### src/rtl/cef_defs.svh
`ifndef CEF_DEFS_SVH
`define CEF_DEFS_SVH

// ********************************************************
// Register byte offsets
// ********************************************************
`define CEF_OFS_FLAGS    6'h00
`define CEF_OFS_GMASK    6'h04
`define CEF_OFS_MBMASK   6'h08
`define CEF_OFS_STATUS   6'h0c
`define CEF_OFS_MCTRL    6'h10
`define CEF_OFS_TXREQ    6'h14
`define CEF_OFS_TXCAN    6'h18
`define CEF_OFS_TEC      6'h1c
`define CEF_OFS_REC      6'h20
`define CEF_OFS_STOP     6'h24

// ********************************************************
// Flag bit positions
// ********************************************************
`define CEF_F_RESET      0
`define CEF_F_RXMSG      1
`define CEF_F_REMOTE     2
`define CEF_F_TXWARN     3
`define CEF_F_RXWARN     4
`define CEF_F_PASSIVE    5
`define CEF_F_BUSOFF     6
`define CEF_F_OVERLOAD   7
`define CEF_F_TXDONE     8
`define CEF_F_OVERWRITE  9
`define CEF_F_SLEEPACT   12
`define CEF_FLAG_IMPL    16'h13ff

// ********************************************************
// Status and control bit positions
// ********************************************************
`define CEF_S_BUSOFF     0
`define CEF_S_WARN       1
`define CEF_S_PASSIVE    2
`define CEF_S_RESET      3
`define CEF_C_SWRESET    0
`define CEF_C_SLEEP      5
`define CEF_STOP_BIT     0

// ********************************************************
// Reset values
// ********************************************************
`define CEF_RST_FLAGS    16'h0001
`define CEF_RST_GMASK    16'hffff
`define CEF_RST_MBMASK   16'hffff
`define CEF_RST_SWRESET  1'b1
`define CEF_RST_STOP     1'b1

// ********************************************************
// Error counter thresholds
// ********************************************************
`define CEF_WARN_LIMIT   9'h060
`define CEF_PASS_LIMIT   9'h080
`define CEF_BUSOFF_LIMIT 9'h100
`define CEF_TEC_STEP     9'h008
`define CEF_REC_MAX      8'hff
`define CEF_RECOVER_SEQ  8'h80

`endif

### src/rtl/cef_pkg.sv
package cef_pkg;

    typedef struct packed {
        logic       tx_err;
        logic       tx_ok;
        logic       rx_err;
        logic       rx_ok;
        logic       rec11;
    } cef_err_evt_t;

    typedef struct packed {
        logic [8:0] tec;
        logic [7:0] rec;
        logic       bus_off;
    } cef_err_cnt_t;

    typedef struct packed {
        logic         rx_valid;
        logic         rx_remote;
        logic [3:0]   rx_mb;
        logic         ovw_valid;
        logic         tx_done;
        logic [3:0]   tx_mb;
        logic [15:0]  tx_busy;
        logic         overload;
        logic         bus_idle;
        cef_err_evt_t err;
    } cef_eng_evt_t;

    typedef struct packed {
        logic [15:0] flags;
        logic [15:0] gmask;
        logic [15:0] mbmask;
        logic [15:0] txreq;
        logic [15:0] txcan;
        logic        sw_reset;
        logic        sleep_req;
        logic        sleep_act;
        logic        stop;
        logic        tw_seen;
        logic        rw_seen;
        logic        ep_seen;
        logic        bo_seen;
        logic        rxpin_q;
        logic        swstb_q;
        logic        irq;
        logic        waitreq;
        logic [31:0] rdata;
    } cef_state_t;

endpackage

### src/rtl/cef_err_cnt.sv
`timescale 1ns/10ps
`include "cef_defs.svh"

module cef_err_cnt
    import cef_pkg::*;
(
    input  wire logic         core_clk,
    input  wire logic         rst,
    input  wire logic         clear,
    input  wire cef_err_evt_t evt,
    output cef_err_cnt_t      cnt
);

    cef_err_cnt_t s_r;
    cef_err_cnt_t s_nxt;

    always_comb
    begin
        s_nxt = s_r;
        if (clear)
        begin
            s_nxt = '0;
        end
        else if (s_r.bus_off)
        begin
            if (evt.rec11)
            begin
                if (s_r.rec == (`CEF_RECOVER_SEQ - 8'h01))
                begin
                    s_nxt = '0;
                end
                else
                begin
                    s_nxt.rec = s_r.rec + 8'h01;
                end
            end
        end
        else
        begin
            if (evt.tx_err)
            begin
                if (s_r.tec >= (`CEF_BUSOFF_LIMIT - `CEF_TEC_STEP))
                    s_nxt.tec = `CEF_BUSOFF_LIMIT;
                else
                    s_nxt.tec = s_r.tec + `CEF_TEC_STEP;
            end
            else if (evt.tx_ok && s_r.tec != 9'h000)
            begin
                s_nxt.tec = s_r.tec - 9'h001;
            end
            if (evt.rx_err && s_r.rec != `CEF_REC_MAX)
            begin
                s_nxt.rec = s_r.rec + 8'h01;
            end
            else if (evt.rx_ok && s_r.rec != 8'h00)
            begin
                s_nxt.rec = s_r.rec - 8'h01;
            end
            if (s_nxt.tec >= `CEF_BUSOFF_LIMIT)
            begin
                s_nxt.bus_off = 1'b1;
                s_nxt.rec     = 8'h00;
            end
        end
    end

    always_ff @(posedge core_clk or posedge rst)
    begin
        if (rst)
            s_r <= '0;
        else
            s_r <= s_nxt;
    end

    assign cnt = s_r;

endmodule // cef_err_cnt

### src/rtl/cef_ctrl.sv
// Operation
// - Error-passive flag sets when either error counter reaches 128.
// - Bus-off flag sets when the transmit error counter reaches 256.
// - Transmit warning flag sets when transmit counter reaches 96.
// - Receive warning flag sets when receive counter reaches 96.
// - Global and mailbox masks gate every source except reset-process flag.
// - Separate flags for remote frame, overload, overwrite, sleep bus activity.
// - Reception into any mailbox sets one shared receive flag.
// - Transmit completion or cancellation sets one shared flag.
// - Masked mailbox events set no receive, remote or transmit flag.
// - Resets and standby initialise registers; mailbox storage untouched.
// - Reset-process flag set after power-on or software standby; software clears.
// - Reset-status bit reads set while in sleep.
// - Counters step normally in error-active and error-passive.
// - In bus-off, receive counter counts 11-recessive runs; 96 warns.
// - Byte and word accesses only; longword accesses refused.
// - No register access in medium-speed mode.
// - Flags clear on write of one; zero bits leave flags alone.
// - Module stop set after reset; registers reachable once cleared.
// - Cancel requests have no effect during bus-off.
//
// Added by the designer: the register offsets and the Avalon-MM slave port.
`timescale 1ns/10ps
`include "cef_defs.svh"

module cef_ctrl
    import cef_pkg::*;
#(
    parameter int NUM_MB = 16
)
(
    input  wire logic         core_clk,
    input  wire logic         rst,
    input  wire logic [5:0]   avs_address,
    input  wire logic         avs_read,
    input  wire logic         avs_write,
    input  wire logic [31:0]  avs_writedata,
    input  wire logic [3:0]   avs_byteenable,
    output logic [31:0]       avs_readdata,
    output logic              avs_waitrequest,
    input  wire logic         medium_speed,
    input  wire logic         hw_standby,
    input  wire logic         sw_standby,
    input  wire logic         can_receive_pin,
    input  wire cef_eng_evt_t eng,
    output logic [15:0]       tx_request,
    output logic              halted,
    output logic              sleep_active,
    output logic              irq
);

    // ********************************************************
    // Elaboration checks
    // ********************************************************
    generate
        if (NUM_MB < 1 || NUM_MB > 16)
        begin : g_bad_mb
            $error("NUM_MB must lie between 1 and 16");
        end
    endgenerate

    localparam logic [16:0] MB_ONE  = 17'h00001;
    localparam logic [16:0] MB_FULL = (MB_ONE << NUM_MB) - MB_ONE;
    localparam logic [15:0] MB_MASK = MB_FULL[15:0];

    // ********************************************************
    // Helpers
    // ********************************************************
    function automatic logic legal_be(input logic [3:0] be);
        legal_be = (be == 4'h1) || (be == 4'h2) || (be == 4'h4) ||
                   (be == 4'h8) || (be == 4'h3) || (be == 4'hc);
    endfunction

    function automatic logic [15:0] lane_mask(input logic [3:0] be);
        lane_mask = {{8{be[1]}}, {8{be[0]}}};
    endfunction

    function automatic logic [15:0] merge(input logic [15:0] old,
                                          input logic [15:0] val,
                                          input logic [3:0]  be);
        logic [15:0] m;
        m     = lane_mask(be);
        merge = (old & ~m) | (val & m);
    endfunction

    function automatic cef_state_t init_state(input cef_state_t cur);
        cef_state_t s;
        s           = '0;
        s.flags     = `CEF_RST_FLAGS;
        s.gmask     = `CEF_RST_GMASK;
        s.mbmask    = `CEF_RST_MBMASK;
        s.sw_reset  = `CEF_RST_SWRESET;
        s.stop      = cur.stop;
        s.rxpin_q   = cur.rxpin_q;
        s.swstb_q   = cur.swstb_q;
        s.waitreq   = cur.waitreq;
        s.rdata     = cur.rdata;
        init_state  = s;
    endfunction

    // ********************************************************
    // Error counters
    // ********************************************************
    cef_state_t   s_r;
    cef_state_t   s_nxt;
    cef_err_cnt_t cnt;
    logic         cnt_clear;

    assign cnt_clear = s_r.stop | s_r.sw_reset | hw_standby | sw_standby;

    cef_err_cnt u_err_cnt (
        .core_clk (core_clk),
        .rst      (rst),
        .clear    (cnt_clear),
        .evt      (eng.err),
        .cnt      (cnt)
    );

    // ********************************************************
    // Next state
    // ********************************************************
    logic        req;
    logic        acc_ok;
    logic        wr;
    logic        rd;
    logic [15:0] wd;
    logic [15:0] w1c;
    logic [15:0] set;
    logic [15:0] cancel_now;
    logic [15:0] rval;
    logic        tw;
    logic        rw;
    logic        ep;
    logic        bo;
    logic [15:0] enabled;

    always_comb
    begin
        s_nxt      = s_r;
        set        = '0;
        w1c        = '0;
        rval       = '0;
        wd         = avs_writedata[15:0];
        s_nxt.waitreq = 1'b1;

        // One wait state per access; answer registered
        req = (avs_read | avs_write) & s_r.waitreq;
        // Medium speed and module stop block access
        acc_ok = !medium_speed && ((avs_address == `CEF_OFS_STOP) || !s_r.stop);
        // Longword or odd lane patterns refused
        wr = req & avs_write & legal_be(avs_byteenable) & acc_ok;
        rd = req & avs_read & legal_be(avs_byteenable) & acc_ok;

        unique case (avs_address)
            `CEF_OFS_FLAGS:  rval = s_r.flags;
            `CEF_OFS_GMASK:  rval = s_r.gmask;
            `CEF_OFS_MBMASK: rval = s_r.mbmask;
            `CEF_OFS_STATUS:
            begin
                rval[`CEF_S_BUSOFF]  = cnt.bus_off;
                rval[`CEF_S_WARN]    = (cnt.tec >= `CEF_WARN_LIMIT) ||
                                       ({1'b0, cnt.rec} >= `CEF_WARN_LIMIT);
                rval[`CEF_S_PASSIVE] = (cnt.tec >= `CEF_PASS_LIMIT) ||
                                       ({1'b0, cnt.rec} >= `CEF_PASS_LIMIT);
                rval[`CEF_S_RESET]   = s_r.sw_reset | s_r.sleep_act;
            end
            `CEF_OFS_MCTRL:
            begin
                rval[`CEF_C_SWRESET] = s_r.sw_reset;
                rval[`CEF_C_SLEEP]   = s_r.sleep_req;
            end
            `CEF_OFS_TXREQ:  rval = s_r.txreq;
            `CEF_OFS_TXCAN:  rval = s_r.txcan;
            `CEF_OFS_TEC:    rval = {7'h00, cnt.tec};
            `CEF_OFS_REC:    rval = {8'h00, cnt.rec};
            `CEF_OFS_STOP:   rval[`CEF_STOP_BIT] = s_r.stop;
            default:         rval = '0;
        endcase

        if (req)
        begin
            s_nxt.waitreq = 1'b0;
            s_nxt.rdata   = rd ? {16'h0000, rval} : 32'h0000_0000;
        end

        // Register writes
        if (wr)
        begin
            unique case (avs_address)
                `CEF_OFS_FLAGS:  w1c = wd & lane_mask(avs_byteenable);
                `CEF_OFS_GMASK:  s_nxt.gmask = merge(s_r.gmask, wd, avs_byteenable);
                `CEF_OFS_MBMASK: s_nxt.mbmask = merge(s_r.mbmask, wd, avs_byteenable);
                `CEF_OFS_MCTRL:
                begin
                    if (avs_byteenable[0])
                    begin
                        s_nxt.sw_reset  = wd[`CEF_C_SWRESET];
                        s_nxt.sleep_req = wd[`CEF_C_SLEEP];
                    end
                end
                `CEF_OFS_TXREQ:
                    s_nxt.txreq = s_r.txreq | (wd & lane_mask(avs_byteenable) & MB_MASK);
                `CEF_OFS_TXCAN:
                    s_nxt.txcan = s_r.txcan | (wd & lane_mask(avs_byteenable) & MB_MASK);
                `CEF_OFS_STOP:
                begin
                    if (avs_byteenable[0])
                        s_nxt.stop = wd[`CEF_STOP_BIT];
                end
                default:
                begin
                end
            endcase
        end

        // Shared receive flag; mailbox mask blocks it
        if (eng.rx_valid && !s_r.mbmask[eng.rx_mb])
        begin
            // Remote frame has its own flag
            if (eng.rx_remote)
                set[`CEF_F_REMOTE] = 1'b1;
            else
                set[`CEF_F_RXMSG] = 1'b1;
        end
        set[`CEF_F_OVERWRITE] = eng.ovw_valid;
        set[`CEF_F_OVERLOAD]  = eng.overload;

        // No cancel while bus-off; busy mailboxes cannot cancel
        cancel_now = s_r.txcan & s_r.txreq & ~eng.tx_busy & {16{~cnt.bus_off}};
        s_nxt.txreq = s_nxt.txreq & ~cancel_now;
        s_nxt.txcan = s_nxt.txcan & ~cancel_now;
        if (!cnt.bus_off)
            s_nxt.txcan = s_nxt.txcan & (s_r.txreq | ~s_r.txcan);
        if (eng.tx_done)
        begin
            s_nxt.txreq[eng.tx_mb] = 1'b0;
            s_nxt.txcan[eng.tx_mb] = 1'b0;
        end
        // One flag for completion or cancel; masked mailboxes excluded
        if ((eng.tx_done && !s_r.mbmask[eng.tx_mb]) || |(cancel_now & ~s_r.mbmask))
            set[`CEF_F_TXDONE] = 1'b1;

        // Level thresholds raise flags once per crossing
        tw = cnt.tec >= `CEF_WARN_LIMIT;
        rw = {1'b0, cnt.rec} >= `CEF_WARN_LIMIT;
        ep = (cnt.tec >= `CEF_PASS_LIMIT) || ({1'b0, cnt.rec} >= `CEF_PASS_LIMIT);
        bo = cnt.bus_off;
        set[`CEF_F_TXWARN]  = tw & ~s_r.tw_seen;
        // Receive warning, also reached bus-off counting
        set[`CEF_F_RXWARN]  = rw & ~s_r.rw_seen;
        set[`CEF_F_PASSIVE] = ep & ~s_r.ep_seen;
        set[`CEF_F_BUSOFF]  = bo & ~s_r.bo_seen;
        s_nxt.tw_seen = tw;
        s_nxt.rw_seen = rw;
        s_nxt.ep_seen = ep;
        s_nxt.bo_seen = bo;

        // Sleep waits for an idle bus before taking effect
        if (!s_nxt.sleep_req)
            s_nxt.sleep_act = 1'b0;
        else if (eng.bus_idle)
            s_nxt.sleep_act = 1'b1;
        set[`CEF_F_SLEEPACT] = s_r.sleep_act & s_r.rxpin_q & ~can_receive_pin;
        s_nxt.rxpin_q = can_receive_pin;

        // Recovery from software standby raises reset flag
        set[`CEF_F_RESET] = s_r.swstb_q & ~sw_standby;
        s_nxt.swstb_q = sw_standby;

        // Set wins over a simultaneous clear
        s_nxt.flags = ((s_r.flags & ~w1c) | set) & `CEF_FLAG_IMPL;

        // Standby and module stop initialise registers except module stop, pin and standby samples, and bus answer
        if (hw_standby || sw_standby || s_nxt.stop)
            s_nxt = init_state(s_nxt);

        // Interrupt from unmasked flags; reset flag unmaskable
        enabled = ~s_nxt.gmask;
        enabled[`CEF_F_RESET] = 1'b1;
        s_nxt.irq = |(s_nxt.flags & enabled);
    end

    // ********************************************************
    // State register
    // ********************************************************
    always_ff @(posedge core_clk or posedge rst)
    begin
        if (rst)
        begin
            s_r          <= '0;
            s_r.flags    <= `CEF_RST_FLAGS;
            s_r.gmask    <= `CEF_RST_GMASK;
            s_r.mbmask   <= `CEF_RST_MBMASK;
            s_r.sw_reset <= `CEF_RST_SWRESET;
            // Halted by module stop out of reset
            s_r.stop     <= `CEF_RST_STOP;
            s_r.rxpin_q  <= 1'b1;
            s_r.irq      <= 1'b1;
            s_r.waitreq  <= 1'b1;
        end
        else
        begin
            s_r <= s_nxt;
        end
    end

    // ********************************************************
    // Outputs
    // ********************************************************
    assign avs_readdata    = s_r.rdata;
    assign avs_waitrequest = s_r.waitreq;
    assign tx_request      = s_r.txreq;
    assign halted          = s_r.stop;
    assign sleep_active    = s_r.sleep_act;
    assign irq             = s_r.irq;

endmodule // cef_ctrl

### config.mk
export PLATFORM = sky130hd
export DESIGN_NAME = cef_ctrl
export DESIGN_NICKNAME = d
export VERILOG_FILES = /design/src/rtl/cef_pkg.sv /design/src/rtl/cef_err_cnt.sv /design/src/rtl/cef_ctrl.sv
export VERILOG_INCLUDE_DIRS = /design/src /design/src/rtl
export SDC_FILE = /design/constraint.sdc
export NUM_CORES = 1
export LEC_CHECK = 0
export ABC_AREA = 1
export ABC_CLOCK_PERIOD_IN_PS = 3100
export BUFFER_PORTS_ARGS = -buffer_cell sky130_fd_sc_hd__buf_2
export CAP_MARGIN = 0
export CORE_MARGIN = 5
export CORE_UTILIZATION = 40
export CTS_BUF_LIST = sky130_fd_sc_hd__clkbuf_16
export CTS_CLUSTER_DIAMETER = 120
export DETAILED_ROUTE_END_ITERATION = 6
export REMOVE_ABC_BUFFERS = 1
export SYNTH_ARGS = -nofsm -noshare
export SYNTH_HDL_FRONTEND = slang
export SYNTH_SLANG_ARGS = --single-unit
### constraint.sdc
create_clock -name core_clk -period 3.1 [get_ports core_clk]
set_input_delay 0.155 -clock core_clk [delete_from_list [all_inputs] [get_ports core_clk]]
set_output_delay 0.155 -clock core_clk [all_outputs]
set_load 0.005 [all_outputs]
Yosys cells after proc, flatten, opt, wreduce, memory -nomap -nowiden

Cells that the tools add are included.

Add/sub/neg operators: 4
Multiply operators: 0
Div/mod/pow operators: 0
Magnitude comparators: 9
Equality and inequality tests: 20
Shift operators: 0
Mux-type cells: 48
Bitwise gates (word level): 54
Reductions and logical operators: 36

Operators with widths:

| operator             | number |
|---|---|
| $and A16 B16 Y16     | 12 |
| $mux W121            | 1 |
| $not A16 Y16         | 7 |
| $mux W16             | 6 |
| $or A16 B16 Y16      | 5 |
| $pmux W10 S7         | 1 |
| $mux W66             | 1 |
| $mux W9              | 7 |
| $mux W18             | 3 |
| $mux W33             | 1 |
| $mux W32             | 1 |
| $reduce_or A16 Y1    | 2 |
| $mux W13             | 2 |
| $eq A6 B5 Y1 const B | 4 |
| $mux W8              | 3 |
| $pmux W3 S8          | 1 |
| $ge A9 B8 Y1 const B | 2 |
| $and A13 B16 Y16     | 1 |
| $and A1 B1 Y1        | 14 |
| $and A13 B13 Y13     | 1 |
| $not A13 Y13         | 1 |
| $or A13 B13 Y13      | 1 |
| $eq A6 B4 Y1 const B | 2 |
| $eq A6 B6 Y1 const B | 2 |
| other kinds (37)     | 90 |

Register bits: 139
Latch bits: 0
Memory bits (writable): 0
Bits in read-only memories: 0
Input port bits: 85
Output and inout bits: 52
Logic and storage cells: 192
Memories kept: 0

Longest topological paths before layout

Depth after elaboration: 18
Mapped depth: 15
Mapped depth without buffers: 15

Cells and area by module

Synthesis repeated with hierarchy kept, for this count alone.

Cells, all modules: 1215
Area, all modules: 8464.4 sq um

By module, submodules not included:

| module      | instances | cells each | area an instance (sq um) | seq. area each (sq um) |
|---|---|---|---|---|
| cef_ctrl    | 1         | 962        | 6795.3                   | 2625.0 |
| cef_err_cnt | 1         | 253        | 1669.1                   | 450.4 |

Worst setup path after synthesis

OpenSTA, ideal clock, no wires.

Path kind: register to register
Start point: reg u_err_cnt.s_r (netlist bit u_err_cnt.cnt[9])
End point: reg u_err_cnt.s_r (netlist bit u_err_cnt.cnt[4])
Library setup time: 0.117 ns
Arrival: 1.716 ns
Required time: 2.983 ns
Path slack: 1.268 ns
Stages on the path, launching flop included: 15
Path buffers: 0
Period minus slack after synthesis: 1.832 ns
Cells stage by stage: dfrtp_1 -> inv_1 -> ha_1 -> nand3_1 -> nor2_1 -> xor2_1 -> nand2_1 -> nand2_1 -> nand2_1 -> nand2_1 -> nand2_1 -> nand3_1 -> inv_1 -> nand2_1 -> nand2_1

Longest elaborated chain between the ends: 10
Elaborated cells on any way between the ends: 16
Those cells by class: add/sub (2); order compare (2); mux (8); reduce/logical (4)

Ends and longest elaborated chain:

| what                                                                  | RTL line          | text |
|---|---|---|
| start: declaration                                                    | cef_err_cnt.sv:14 | `cef_err_cnt_t s_r;` |
| start signal: assignment                                              | cef_err_cnt.sv:72 | `s_r <= s_nxt;` |
| parallel branches: the longest is 3 deep, another holds $sub A9 B1 Y9 | --                |  |
| $mux W9 (*)                                                           | cef_err_cnt.sv:40 | `if (evt.tx_err)` |
| $mux W9 (*)                                                           | cef_err_cnt.sv:24 | `else if (s_r.bus_off)` |
| $mux W9 (*)                                                           | cef_err_cnt.sv:20 | `if (clear)` |
| $ge A9 B9 Y1 (no source line) (*)                                     | --                |  |
| $mux W9                                                               | cef_err_cnt.sv:59 | `` if (s_nxt.tec >= `CEF_BUSOFF_LIMIT) `` |
| $mux W18                                                              | cef_err_cnt.sv:24 |  |
| $mux W18                                                              | cef_err_cnt.sv:20 |  |

Mark *: on every way between the ends. The select of a mux whose other input is x is not followed.
A chain may end at the register's enable or synchronous reset.

Worst setup path in the final report

Start point: in sw_standby
End point: reg u_err_cnt.s_r (netlist bit u_err_cnt.cnt[4])

Longest elaborated chain between the ends: 3
Elaborated cells on any way between the ends: 5
Those cells by class: eq/ne (1); mux (1); bitwise (1); reduce/logical (2)

Ends and longest elaborated chain:

| what                                                                       | RTL line        | text |
|---|---|---|
| start: declaration                                                         | cef_ctrl.sv:43  | `input wire logic sw_standby,` |
| $or A1 B1 Y1 (*)                                                           | cef_ctrl.sv:109 | `assign cnt_clear = s_r.stop \| s_r.sw_reset \| hw_standby \| sw_standby;` |
| $ne A3 B3 Y1 (no source line) / $reduce_bool A5 Y1 (equally long branches) | --              |  |
| $reduce_and A2 Y1 (no source line)                                         | --              |  |

Mark *: on every way between the ends. The rest lies on a longest branch, timed or not.

==> results.json <==
{
  "wl_met1_mm": 12.2,
  "core_area_um2": 20200,
  "ant_nets": 0,
  "postSynthCellCount": 1188,
  "highest_layer": "met4",
  "timing.final.ws_setup_ns": 0.684,
  "timing.rr.end": "u_err_cnt.cnt[4]$_DFFE_PP0P_",
  "clock_latency_ns": 0.43,
  "hpwl_mm": 21.6,
  "synth_edf_count": 0,
  "antenna_found_initial": 0,
  "ys_ff_latch": 121,
  "syn_area_um2": 8210,
  "dr_wl_met2_mm": 12.8,
  "min_path_type": "input port to register",
  "cp_common_cell": "nand2_1",
  "ys_seq_area_frac": 0.375,
  "grt_pass1_vias": 7779,
  "min_path_cells": 3,
  "mostFrequentLayoutCells": "296 x nand2_1, 151 x inv_1, 135 x nor2_1",
  "syn_avg_cell_area_um2": 6.91,
  "reg2regPathDepth": 14,
  "cp_slowest_cell": "dlygate4sd3_1",
  "async_reset_ff_frac": 1.00,
  "hold_violations": 0,
  "required_ns": 3.41,
  "dieHeight_um": 153,
  "synth_flop_cell": "dfrtp_1",
  "r2r_setup_slack_ns": 0.78,
  "synth_cell_types": 46,
  "clock-root-buffer": "clkbuf_16",
  "skew_ns": 0.0102,
  "die_area_um2": 23500,
  "htree_levels": 4,
  "drc": 0,
  "fin_crit_sh": 0.779,
  "r2r-start": "u_err_cnt.cnt[9]$_DFFE_PP0P_",
  "worstPathCellList": "dlygate4sd3_1 -> buf_2 -> nor2_1 -> nand3_1 -> nor2_1 -> inv_1 -> a211oi_1 -> nand2_1 -> nand3_1 -> inv_1 -> nand2_1 -> nand2_1",
  "endpoint_kind": "register",
  "ys_warn_count": 0,
  "die_w_um": 153,
  "cts_max_path_buffers": 2,
  "peakVddDrop_v": 0.000338,
  "start_kind": "input port",
  "hp-start": "avs_writedata[5]",
  "gp_congestion": 0.979,
  "setup_violations": 0,
  "rsz0062_at_grt": "false",
  "hold_path_end": "s_r[81]$_DFFE_PP1P_",
  "tritoncts": "built",
  "cts.sinks": 121,
  "post_cts_buffers": 0,
  "final_common_cell": "nand2_1",
  "port_buffers": 104,
  "cp_max_fo": 6,
  "post_drt_wl_per_cell_um": 18.0,
  "drv_cap": 0,
  "cts_buffers": 17,
  "relSlewSlack": 0.407,
  "drive_gt1_frac": 0.172,
  "start_util": 0.406,
  "finalMaxSlewViolations": 0,
  "max_freq_mhz": 414,
  "grt_pass1_wl_mm": 43.7,
  "grt_start_max_net_pins": 66,
  "min_period_ns": 2.42,
  "met3_wirelength_mm": 2.47,
  "nNetsFinal": 1373,
  "via_count": 8295,
  "core.rowCount": 52,
  "cp.buffers_inverters": 4,
  "cellPowerDensity_nw_per_um2": 420,
  "dpl_worst_slack_ns": 0.698,
  "avgViaCountPerCell": 5.31,
  "area_growth_pct": 16.0,
  "power_leakage_nw": 4.83,
  "drtPass1Iterations": 6,
  "grtUsageTotal": 0.236,
  "n_antenna_cell": 0,
  "post-route-util": 0.470,
  "clk_pin_slew_worst_paths_ns": 0.05,
  "worst-setup-path-type": "input port to register",
  "grt_overflow": 0,
  "critPathTopFamily": "simple AND/OR/NAND/NOR gates",
  "cpPeakStageDelay_ns": 0.53,
  "drt-initial-drc-count": 889,
  "worst_pin_slew_ns": 0.887,
  "status": "finished, final reports clean",
  "pin_count": 137,
  "wirelength_mm": 28.1,
  "cp_data_arrival_time_ns": 2.73
}
==> timing repair <==
item	4_1_cts	5_1_grt
hold buffers	11	0
endpoints found under the hold margin	39	0
resized for setup	0	0
==> sequential cells by signal (all words and copies together), names as in the netlist <==
register         count
tx_request          16
u_err_cnt.cnt       18
avs_waitrequest      1
s_r                 67
sleep_active         1
halted               1
avs_readdata        16
irq                  1
==> final cells by class <==
class / count / area, µm²
repair buffers: 143 / 853
well taps: 270 / 338
clock buffers: 17 / 425
clock inverters: 15 / 169
inverters: 152 / 573
fillers: 2101 / 10700
flip-flops and latches: 121 / 3080
multi-input cells: 845 / 4080
==> kinds of logic (layout without fill, tap and decap cells) <==
kind of cell             Yosys count  after routing  share of synthesized area
buffers and inverters            237            327                      0.135
adder cells (fa/ha/maj)            8              8                     0.0122
AND/OR/NAND/NOR                  574            574                      0.294
flip-flops                       121            121                      0.375
XOR/XNOR                          11             11                     0.0117
other                              1             16                   0.000457
AO/OA/AOI/OAI                    236            236                      0.172
==> routing by layer <==
| metal | up-vias | track usage |
|---|---|---|
| li1 | 4015 | - |
| met5 | - | 0 |
| met4 | 0 | 0.0772 |
| met1 | 3877 | 0.329 |
| met3 | 48 | 0.0523 |
| met2 | 355 | 0.364 |
==> synthesized netlist by cell type (2+ instances only) <==
master / n / area share
o211ai_1: 9 / 0.0082
buf_1: 2 / 0.00091
a221oi_1: 5 / 0.0053
a211oi_2: 3 / 0.0046
o21ai_1: 7 / 0.0043
clkbuf_1: 18 / 0.0082
o2111ai_1: 4 / 0.0043
nand3b_1: 3 / 0.0027
o22ai_1: 27 / 0.021
o311ai_0: 4 / 0.0043
a22oi_1: 4 / 0.0037
o21ai_0: 107 / 0.065
inv_1: 148 / 0.068
buf_2: 13 / 0.0079
nand2_1: 296 / 0.14
o21bai_1: 4 / 0.0037
or2_2: 8 / 0.0061
dfstp_2: 38 / 0.12
a211oi_1: 7 / 0.0064
buf_4: 51 / 0.047
nor2_1: 135 / 0.062
a21oi_1: 38 / 0.023
nor3_1: 15 / 0.0091
dfrtp_1: 83 / 0.25
xnor2_1: 2 / 0.0021
o221ai_1: 11 / 0.012
ha_1: 8 / 0.012
nand4_1: 16 / 0.012
xor2_1: 9 / 0.0096
nor2_4: 2 / 0.0027
nor2_2: 2 / 0.0015
nand2_2: 4 / 0.0030
nand3_1: 90 / 0.055
inv_2: 3 / 0.0014
==> power breakdown <==
part / switching, W / internal, W / leakage [nW]
sequential: 0.00000786 / 0.00160 / 1.56
clock: 0.000719 / 0.00132 / 0.304
combinational: 0.000248 / 0.000111 / 2.97
total: 0.000976 / 0.00302 / 4.83
==> worst reg2reg max path, stage by stage (launching register included) <==
cell	delay, ns
dfrtp_1	0.40
inv_1	0.16
ha_1	0.19
nand3_1	0.14
nor2_1	0.16
xor2_1	0.15
nand2_1	0.06
nand2_1	0.05
nand2_1	0.05
nand2_1	0.27
nand2_1	0.12
nand3_1	0.18
inv_1	0.14
nand2_1	0.09
nand2_1	0.04
==> through the flow <==
stage	instance area [µm²]	total power [W]	std cells	setup TNS (ns)	hold WS, ns
after CTS	9520	0.00401	1563	0	0.00339
final	9520	0.00400	1563	0	0.00334
after global routing	9520	0.00414	1563	0	0.0119
after detailed placement	8810	0.00197	1520	0	0.275
after floorplan	7730	0.00181	1118	-17.12	0.159
after global placement	8810	0.00197	1520	0	0.272
==> how the worst max path moves through the flow <==
stage                                            start                      endpoint  slack (ns)  cells after the start
after floorplan                                    rst   avs_readdata[0]$_DFFE_PP0N_       -0.21                      1
after global placement                  avs_address[2]   avs_readdata[1]$_DFFE_PP0N_        0.73                     10
after detailed placement                avs_address[2]   avs_readdata[1]$_DFFE_PP0N_        0.70                     10
after CTS                                   sw_standby  u_err_cnt.cnt[4]$_DFFE_PP0P_        0.71                     12
after global routing      u_err_cnt.cnt[9]$_DFFE_PP0P_  u_err_cnt.cnt[4]$_DFFE_PP0P_        0.45                     14
final                                       sw_standby  u_err_cnt.cnt[4]$_DFFE_PP0P_        0.68                     12
Power figures use the tool's default switching activity.
